### config.mk
export PLATFORM = sky130hd
export DESIGN_NAME = adcsel_ctl
export DESIGN_NICKNAME = d
export VERILOG_FILES = /design/src/rtl/adcsel_pkg.sv /design/src/rtl/adcsel_ctl.sv
export SDC_FILE = /design/constraint.sdc
export NUM_CORES = 1
export LEC_CHECK = 0
export BUFFER_PORTS_ARGS = -buffer_cell sky130_fd_sc_hd__buf_4
export CAP_MARGIN = 40
export CORE_ASPECT_RATIO = 1.2
export CORE_UTILIZATION = 40
export DETAILED_ROUTE_END_ITERATION = 7
export PLACE_DENSITY = 0.68
export RECOVER_POWER = 50
export SLEW_MARGIN = 0
export SYNTH_ARGS = -nofsm -noshare
export SYNTH_HDL_FRONTEND = slang
export SYNTH_SLANG_ARGS = --single-unit
### constraint.sdc
create_clock -name i_core_clk -period 3.71 [get_ports i_core_clk]
set_clock_uncertainty 0.1 [all_clocks]
set_input_delay 0.5565 -clock i_core_clk [delete_from_list [all_inputs] [get_ports i_core_clk]]
set_output_delay 0.5565 -clock i_core_clk [all_outputs]
set_load 0.05 [all_outputs]
### src/rtl/adcsel_pkg.sv
package adcsel_pkg;
	////////////////////////////////////////////////////////////////////////
	// register pages and addresses
	localparam logic [7:0] PAGE_MAIN = 8'h00;
	localparam logic [7:0] PAGE_CAL = 8'h0f;
	localparam logic [7:0] ADDR_CHSEL = 8'hbb;
	localparam logic [7:0] ADDR_FACTORY_TEMP_OFFSET_LO = 8'hbd;
	localparam logic [7:0] ADDR_FACTORY_TEMP_OFFSET_HI = 8'hbe;
	localparam logic [7:0] ADDR_REFCTL = 8'hd1;
	////////////////////////////////////////////////////////////////////////
	// field layouts and reset values
	localparam int CHSEL_W = 5;
	localparam logic [4:0] CHSEL_RESET = 5'h1f;
	localparam int REFGND_BIT = 5;
	localparam int VREF_LSB = 3;
	localparam int TEMP_ON_BIT = 2;
	localparam logic [7:0] REFCTL_RESET = 8'h18;
	localparam int FACTORY_TEMP_OFFSET_W = 10;
	localparam int FACTORY_TEMP_OFFSET_HI_LSB = 2;
	localparam int FACTORY_TEMP_OFFSET_LO_POS = 6;
	////////////////////////////////////////////////////////////////////////
	// positive input codes
	localparam logic [4:0] CODE_P0_LAST = 5'h07;
	localparam logic [4:0] CODE_P1_FIRST = 5'h0c;
	localparam logic [4:0] CODE_P1_LAST = 5'h0f;
	localparam logic [4:0] CODE_P2_FIRST = 5'h10;
	localparam logic [4:0] CODE_P2_LAST = 5'h13;
	localparam logic [4:0] CODE_TEMP = 5'h1b;
	localparam logic [4:0] CODE_VBAT_A = 5'h1c;
	localparam logic [4:0] CODE_VREG = 5'h1d;
	localparam logic [4:0] CODE_VBAT_B = 5'h1e;
	localparam logic [4:0] CODE_GND = 5'h1f;
	localparam logic [1:0] PORT0 = 2'h0;
	localparam logic [1:0] PORT1 = 2'h1;
	localparam logic [1:0] PORT2 = 2'h2;
	////////////////////////////////////////////////////////////////////////
	// types
	typedef enum logic [2:0] {
		SRC_NONE = 3'h0,
		SRC_PORT = 3'h1,
		SRC_TEMP = 3'h2,
		SRC_VBAT = 3'h3,
		SRC_VREG = 3'h4,
		SRC_GND = 3'h5
	} adcsel_src_e;
	typedef enum logic [1:0] {
		VREF_EXT_PIN = 2'h0,
		VREF_MAIN_SUPPLY = 2'h1,
		VREF_CORE_REG = 2'h2,
		VREF_INT_HS = 2'h3
	} adcsel_vref_e;
	typedef struct packed {
		logic [7:0] page;
		logic [7:0] addr;
		logic wr;
		logic rd;
		logic [7:0] wdata;
	} adcsel_sfr_req_s;
	typedef struct packed {
		logic [4:0] positive_input_code;
		adcsel_src_e src;
		logic [1:0] port;
		logic [2:0] pin;
		logic temp_route;
		logic temp_sensor_on;
		logic temp_hiz;
		logic temp_data_valid;
		adcsel_vref_e vref;
		logic analog_ground_pin_sel;
		logic analog_ground_pin_effective;
	} adcsel_ana_s;
endpackage

### src/rtl/adcsel_ctl.sv
`timescale 1ns/1ps
module adcsel_ctl (
	input wire logic i_core_clk,
	input wire logic i_rst,
	input wire adcsel_pkg::adcsel_sfr_req_s i_sfr,
	input wire logic [adcsel_pkg::FACTORY_TEMP_OFFSET_W-1:0] i_factory_temp_offset,
	output logic [7:0] o_sfr_rdata,
	output logic o_sfr_rvalid,
	output adcsel_pkg::adcsel_ana_s o_ana
);
	import adcsel_pkg::*;

	////////////////////////////////////////////////////////////////////////
	// decode of the positive input code
	function automatic adcsel_ana_s decode_code(input logic [4:0] code,
		input logic [7:0] refctl);
		adcsel_ana_s a;
		a = '0;
		a.positive_input_code = code;
		a.src = SRC_NONE;
		a.port = PORT0;
		a.pin = 3'h0;
		if (code <= CODE_P0_LAST) begin
			a.src = SRC_PORT;
			a.port = PORT0;
			a.pin = code[2:0];
		end else if (code >= CODE_P1_FIRST && code <= CODE_P1_LAST) begin
			a.src = SRC_PORT;
			a.port = PORT1;
			a.pin = {1'b1, code[1:0]};
		end else if (code >= CODE_P2_FIRST && code <= CODE_P2_LAST) begin
			a.src = SRC_PORT;
			a.port = PORT2;
			a.pin = {1'b0, code[1:0]};
		end else begin
			unique case (code)
				CODE_TEMP: a.src = SRC_TEMP;
				CODE_VBAT_A, CODE_VBAT_B: a.src = SRC_VBAT;
				CODE_VREG: a.src = SRC_VREG;
				CODE_GND: a.src = SRC_GND;
				default: a.src = SRC_NONE;
			endcase
		end
		a.temp_sensor_on = refctl[TEMP_ON_BIT];
		a.temp_route = (code == CODE_TEMP);
		a.temp_hiz = !refctl[TEMP_ON_BIT];
		a.temp_data_valid = a.temp_route && refctl[TEMP_ON_BIT];
		a.vref = adcsel_vref_e'(refctl[VREF_LSB+1:VREF_LSB]);
		a.analog_ground_pin_sel = refctl[REFGND_BIT];
		// the sensor is always sampled against chip ground
		a.analog_ground_pin_effective = refctl[REFGND_BIT] && !a.temp_route;
		return a;
	endfunction

	function automatic logic hit(input adcsel_sfr_req_s r,
		input logic [7:0] page, input logic [7:0] addr);
		return (r.page == page) && (r.addr == addr);
	endfunction

	////////////////////////////////////////////////////////////////////////
	// registers
	logic [4:0] chsel_reg;
	logic [4:0] chsel_next;
	logic [7:0] refctl_reg;
	logic [7:0] refctl_next;
	logic [FACTORY_TEMP_OFFSET_W-1:0] factory_temp_offset_reg;
	logic [FACTORY_TEMP_OFFSET_W-1:0] factory_temp_offset_next;
	logic [7:0] rdata_reg;
	logic [7:0] rdata_next;
	logic rvalid_reg;
	logic rvalid_next;
	adcsel_ana_s ana_reg;
	adcsel_ana_s ana_next;

	always_comb begin
		chsel_next = chsel_reg;
		refctl_next = refctl_reg;
		factory_temp_offset_next = factory_temp_offset_reg;
		if (i_sfr.wr && hit(i_sfr, PAGE_MAIN, ADDR_CHSEL)) begin
			chsel_next = i_sfr.wdata[CHSEL_W-1:0];
		end
		if (i_sfr.wr && hit(i_sfr, PAGE_MAIN, ADDR_REFCTL)) begin
			refctl_next = {2'b00, i_sfr.wdata[5:2], 2'b00};
		end
	end

	always_comb begin
		rvalid_next = i_sfr.rd;
		rdata_next = 8'h00;
		if (i_sfr.rd) begin
			if (hit(i_sfr, PAGE_MAIN, ADDR_CHSEL)) begin
				rdata_next = {3'b000, chsel_reg};
			end else if (hit(i_sfr, PAGE_MAIN, ADDR_REFCTL)) begin
				rdata_next = refctl_reg;
			end else if (hit(i_sfr, PAGE_CAL, ADDR_FACTORY_TEMP_OFFSET_HI)) begin
				rdata_next = factory_temp_offset_reg[FACTORY_TEMP_OFFSET_W-1:FACTORY_TEMP_OFFSET_HI_LSB];
			end else if (hit(i_sfr, PAGE_CAL, ADDR_FACTORY_TEMP_OFFSET_LO)) begin
				rdata_next = {factory_temp_offset_reg[FACTORY_TEMP_OFFSET_HI_LSB-1:0], 6'h00};
			end
		end
	end

	always_comb begin
		ana_next = decode_code(chsel_next, refctl_next);
	end

	always_ff @(posedge i_core_clk) begin
		if (i_rst) begin
			chsel_reg <= CHSEL_RESET;
			refctl_reg <= REFCTL_RESET;
			factory_temp_offset_reg <= i_factory_temp_offset;
			rdata_reg <= 8'h00;
			rvalid_reg <= 1'b0;
			ana_reg <= decode_code(CHSEL_RESET, REFCTL_RESET);
		end else begin
			chsel_reg <= chsel_next;
			refctl_reg <= refctl_next;
			factory_temp_offset_reg <= factory_temp_offset_next;
			rdata_reg <= rdata_next;
			rvalid_reg <= rvalid_next;
			ana_reg <= ana_next;
		end
	end

	assign o_sfr_rdata = rdata_reg;
	assign o_sfr_rvalid = rvalid_reg;
	assign o_ana = ana_reg;
endmodule // adcsel_ctl

Yosys cells after proc, flatten, opt, wreduce, memory -nomap -nowiden. Cells that the tools add are included.

Bits in latches: 0. Output and inout port bits: 30. Bits of input ports: 38. Word-level logic and storage cells: 64. Memories kept: 0. Bits in registers: 44. ROM bits: 0. RAM bits: 0.

Div/mod/pow operators: 0. Reductions and logical operators: 19. Shifts and indexed selects: 0. Bitwise gates (word level): 1. Multipliers: 0. Magnitude comparators: 5. Add/sub/neg operators: 0. Eq/ne operators: 10. Multiplexer cells: 11.

Operator list (number): $mux W8 (5); $eq A8 B8 Y1 const B (4); $eq A5 B5 Y1 const B (5); $mux W5 (3); $pmux W3 S4 (1); $logic_and A1 B1 Y1 (10); $eq A8 B4 Y1 const B (1); $logic_not A8 Y1 (1); $mux W6 (1); $reduce_or A2 Y1 (3); $reduce_or A3 Y1 (2); $ge A5 B4 Y1 const B (1); $ge A5 B5 Y1 const B (1); $le A5 B3 Y1 const B (1); $le A5 B4 Y1 const B (1); $le A5 B5 Y1 const B (1); $reduce_or A4 Y1 (1); $mux W3 (1); $logic_not A1 Y1 (2); $not A1 Y1 (1).

Depth between registers and ports, before layout.
Word-level depth: 10. Depth in mapped cells: 6. Mapped depth without buffers: 4.

Worst setup path after synthesis. No wires, ideal clock.

Path type: input-to-reg. Start point: input i_sfr[23] (netlist name). End point: register refctl_reg[5]. Slack: 1.837 ns. Arrival: 1.650 ns. Library setup time: 0.123 ns. Data required time: 3.487 ns. Stages: 5. Path buffers: 1. Cell sequence: nor4_4 -> and4_1 -> buf_4 -> a211oi_1 -> or2_2.

Longest elaborated chain between the ends: 4.

RTL lines: start: declaration (RTL line adcsel_ctl.sv:5) `input wire adcsel_pkg::adcsel_sfr_req_s i_sfr,`; $logic_not A8 Y1 (RTL line adcsel_ctl.sv:57) `return (r.page == page) && (r.addr == addr);`; $logic_and A1 B1 Y1 (RTL line adcsel_ctl.sv:57); $logic_and A1 B1 Y1 (RTL line adcsel_ctl.sv:82) `if (i_sfr.wr && hit(i_sfr, PAGE_MAIN, ADDR_REFCTL)) begin`; $mux W6 (RTL line adcsel_ctl.sv:82); end signal: assignment (RTL line adcsel_ctl.sv:117) `refctl_reg <= refctl_next;`; end: declaration (RTL line adcsel_ctl.sv:64) `logic [7:0] refctl_reg;`.

No other way between the ends. A chain may end at the register's enable or synchronous reset.

==> impl_metrics.csv <==
group,metric,value,unit
drt,drt_first_pass_iters,4,
power,p_sw_frac,0.217,
layout,register_area,901,um2
power,leakagePower,0.000834,uW
worst_setup_path,cp-start-kind,"primary input",
worst_setup_path,rr_startpoint,"o_ana[19]$_SDFF_PP1_",
worst_setup_path,path_delay_family,"buffers and inverters",
worst_setup_path,slowest_delay,830,ps
floorplanning,die_w,62.0,um
logic_synthesis,netlist_area,1730,um2
cts,h-tree-depth,2,
floorplanning,rows,25,
logic_synthesis,synth_cell_types,41,
cts,cts_root_buf,"clkbuf_8",
grt,track_usage,0.186,
floorplanning,core_area,4040,um2
layout,area_delta_synth_final,29.6,%
logic_synthesis,syn_avg_cell_area,10.1,um2
layout,antenna_cells,0,
drt,drc_errors,0,
logic_synthesis,synth-seq-area-share,0.521,
cts,clk_latency,280,ps
worst_setup_path,crit_path_end_kind,"register",
worst_setup_path,critPathSlowestCell,"clkbuf_1",
power,clkPwrFrac,0.342,
floorplanning,dieArea,4590,um2
drt,via_per_inst,5.32,
drt,drtIter0Drc,63,
floorplanning,die_h,74.1,um
power,vdd_drop_max,0.271,mV
run_status,status,"finished, final reports clean",
cts,cts.sinks,40,
worst_setup_path,cp_cell_sequence,"clkbuf_1 > clkinv_1 > and4_1 > or2_2",
place,place.gp.congestion,0.782,
layout,multiInputGateArea,766,um2
logic_synthesis,syn_inst,171,
grt,grt_pass1_wl,6.33,mm
layout,num-fill-cells,379,
sta,fmax,408,MHz
logic_synthesis,yosysWarnings,0,
floorplanning,start_util,0.429,
cts,numCtsBuffers,5,
sta,slew_headroom,0.228,
cts,path_clk_slew,70,ps
drt,vias,1526,
layout,largest_register_ffs,17,
sta,final-max-slew-violation-count,0,
cts,ctsResizeCount,0,
sta,fin_crit,2450,ps
logic_synthesis,synth_area_leaders,"dfxtp_1 35%, edfxtp_1 17%, nand3_1 6.4%, a21oi_1 3.8%, o21ai_0 2.9%",
worst_hold_path,min_path_type,"reg2reg",
logic_synthesis,ys_async_sr_fraction,0,
sta,hold_viol,0,
logic_synthesis,ys_ff_latch,40,
layout,final_core_util,0.556,
layout,layout-drive-gt1-share,0.249,
power,intPower,618,uW
sta,rsz0062_at_grt,"no",
drt,wl_per_cell,13.9,um
worst_setup_path,cp_max_fo,24,
grt,grt_max_degree,25,
floorplanning,ios,68,
layout,final_cell_mix,"37 x buf_4, 30 x dfxtp_1, 22 x nand3_1",
sta,setup_violations,0,
worst_setup_path,worstSetupPathType,"in2reg",
worst_setup_path,reg2reg_depth,4,
drt,wl,3.98,mm
logic_synthesis,synth_edf_count,10,
worst_setup_path,critPathArrivalTime,2530,ps
grt,overflow,0,
logic_synthesis,syn_nets,209,
sta,layout_worst_path_cycle_share,0.661,
cts,cts_tree,"done",
place,dp_hpwl,2.84,mm
logic_synthesis,yosys.area.top_type,"dfxtp_1",
grt,antenna_found_initial,0,
worst_setup_path,critPathLaunch,"i_rst",
sta,worstMarginPinSlew,1160,ps
logic_synthesis,netlist.area_leader.share,0.347,
sta,fin_setup_tns,0,ps
cts,cts_hold_buf,0,
power,pwr-share-seq,0.582,
layout,layout.cells.most_common,"buf_4",
job,maxCapViolCount,0,
power,power.density,352,nW/um2
worst_setup_path,cp.depth,4,
logic_synthesis,ys.flop_type,"dfxtp_1",
worst_setup_path,worstPathRequired,3780,ps
worst_hold_path,hold_start,"factory_temp_offset_next[4]$_DFFE_PP_",
place,portBuffers,65,
grt,grt_pass1_vias,1442,
cts,cts_buffer_depth,2,
cts,post_cts_buffers,0,
worst_setup_path,critPathBufInv,2,
worst_hold_path,whs_path_depth,1,
power,p_sw,171,uW
layout,nNetsFinal,270,
drt,ant_nets,0,
power,comb_power_share,0.076,
-- cells in the mapped netlist (all sizes together) (2+ instances only) --
cell type   n
dfxtp      30
nand3      23
a21oi      13
o21ai      12
edfxtp     10
clkbuf      7
nand4       7
nor2        6
nor2b       6
a22oi       5
and4        5
nand2       5
o211ai      5
buf         4
nand2b      4
o2bb2ai     3
a211o       2
a22o        2
and3        2
mux2i       2
nand3b      2
nor4        2
nor4b       2
-- power groups by stage --
stage          sequential, uW  clock [uW]  combinational (uW)
2_1_floorplan             470           0                18.2
3_3_place_gp              469           0                60.6
3_5_place_dp              469           0                61.5
4_1_cts                   459         279                61.5
5_1_grt                   460         292                65.4
6_report                  459         270                60.1
-- worst register-to-register path, delay by kind of cell, from the launching register on --
family | cells | cell delay (ps)
simple gates | 2 | 310
compound gates | 2 | 420
flops | 1 | 500
-- layout make-up --
type / instances / share of cell area
clock buffers: 7 / 0.0340
clock inverters: 1 / 0.00167
inverters: 2 / 0.00335
multi-input cells: 118 / 0.342
flip-flops and latches: 40 / 0.402
well taps: 54 / 0.0301
repair buffers: 65 / 0.187
-- cell families (layout without fill, tap and decap cells) --
logic type | after synthesis | in the layout | share of synthesized area
flops | 40 | 40 | 0.521
compound gates | 47 | 47 | 0.179
mux | 2 | 2 | 0.0116
simple gates | 69 | 69 | 0.252
buf+inv | 13 | 75 | 0.0369
-- per-stage QoR --
step           setup WS (ps)  cell area (um2)  instances  hold WS (ps)  power, uW
6_report                1260             2240        287           347        789
2_1_floorplan           1840             1730        171           326        489
3_5_place_dp            1210             2230        279           341        530
5_1_grt                 1090             2240        287           358        817
4_1_cts                 1500             2310        287           338        799
3_3_place_gp            1190             2230        279           331        529
-- routing by layer --
metal / up-vias / part of all wire / GRT usage / wire, um
met3: 4 / 0.060 / 0.0522 / 239
li1: 770 / - / - / -
met2: 44 / 0.50 / 0.309 / 1980
met5: - / 0 / 0 / 0
met4: 0 / 0.011 / 0.0765 / 42
met1: 708 / 0.43 / 0.222 / 1720
-- worst paths after layout --
path	endpoint	slack, ps
worst min-delay path	o_sfr_rdata[2]$_SDFF_PP0_	350
worst max-delay path	refctl_reg[5]$_SDFF_PP0_	1260
worst max register to register	o_ana[4]$_SDFF_PP0_	2280
worst min register to register	o_sfr_rdata[2]$_SDFF_PP0_	350
Note: power is estimated with default switching activity, not from simulation.
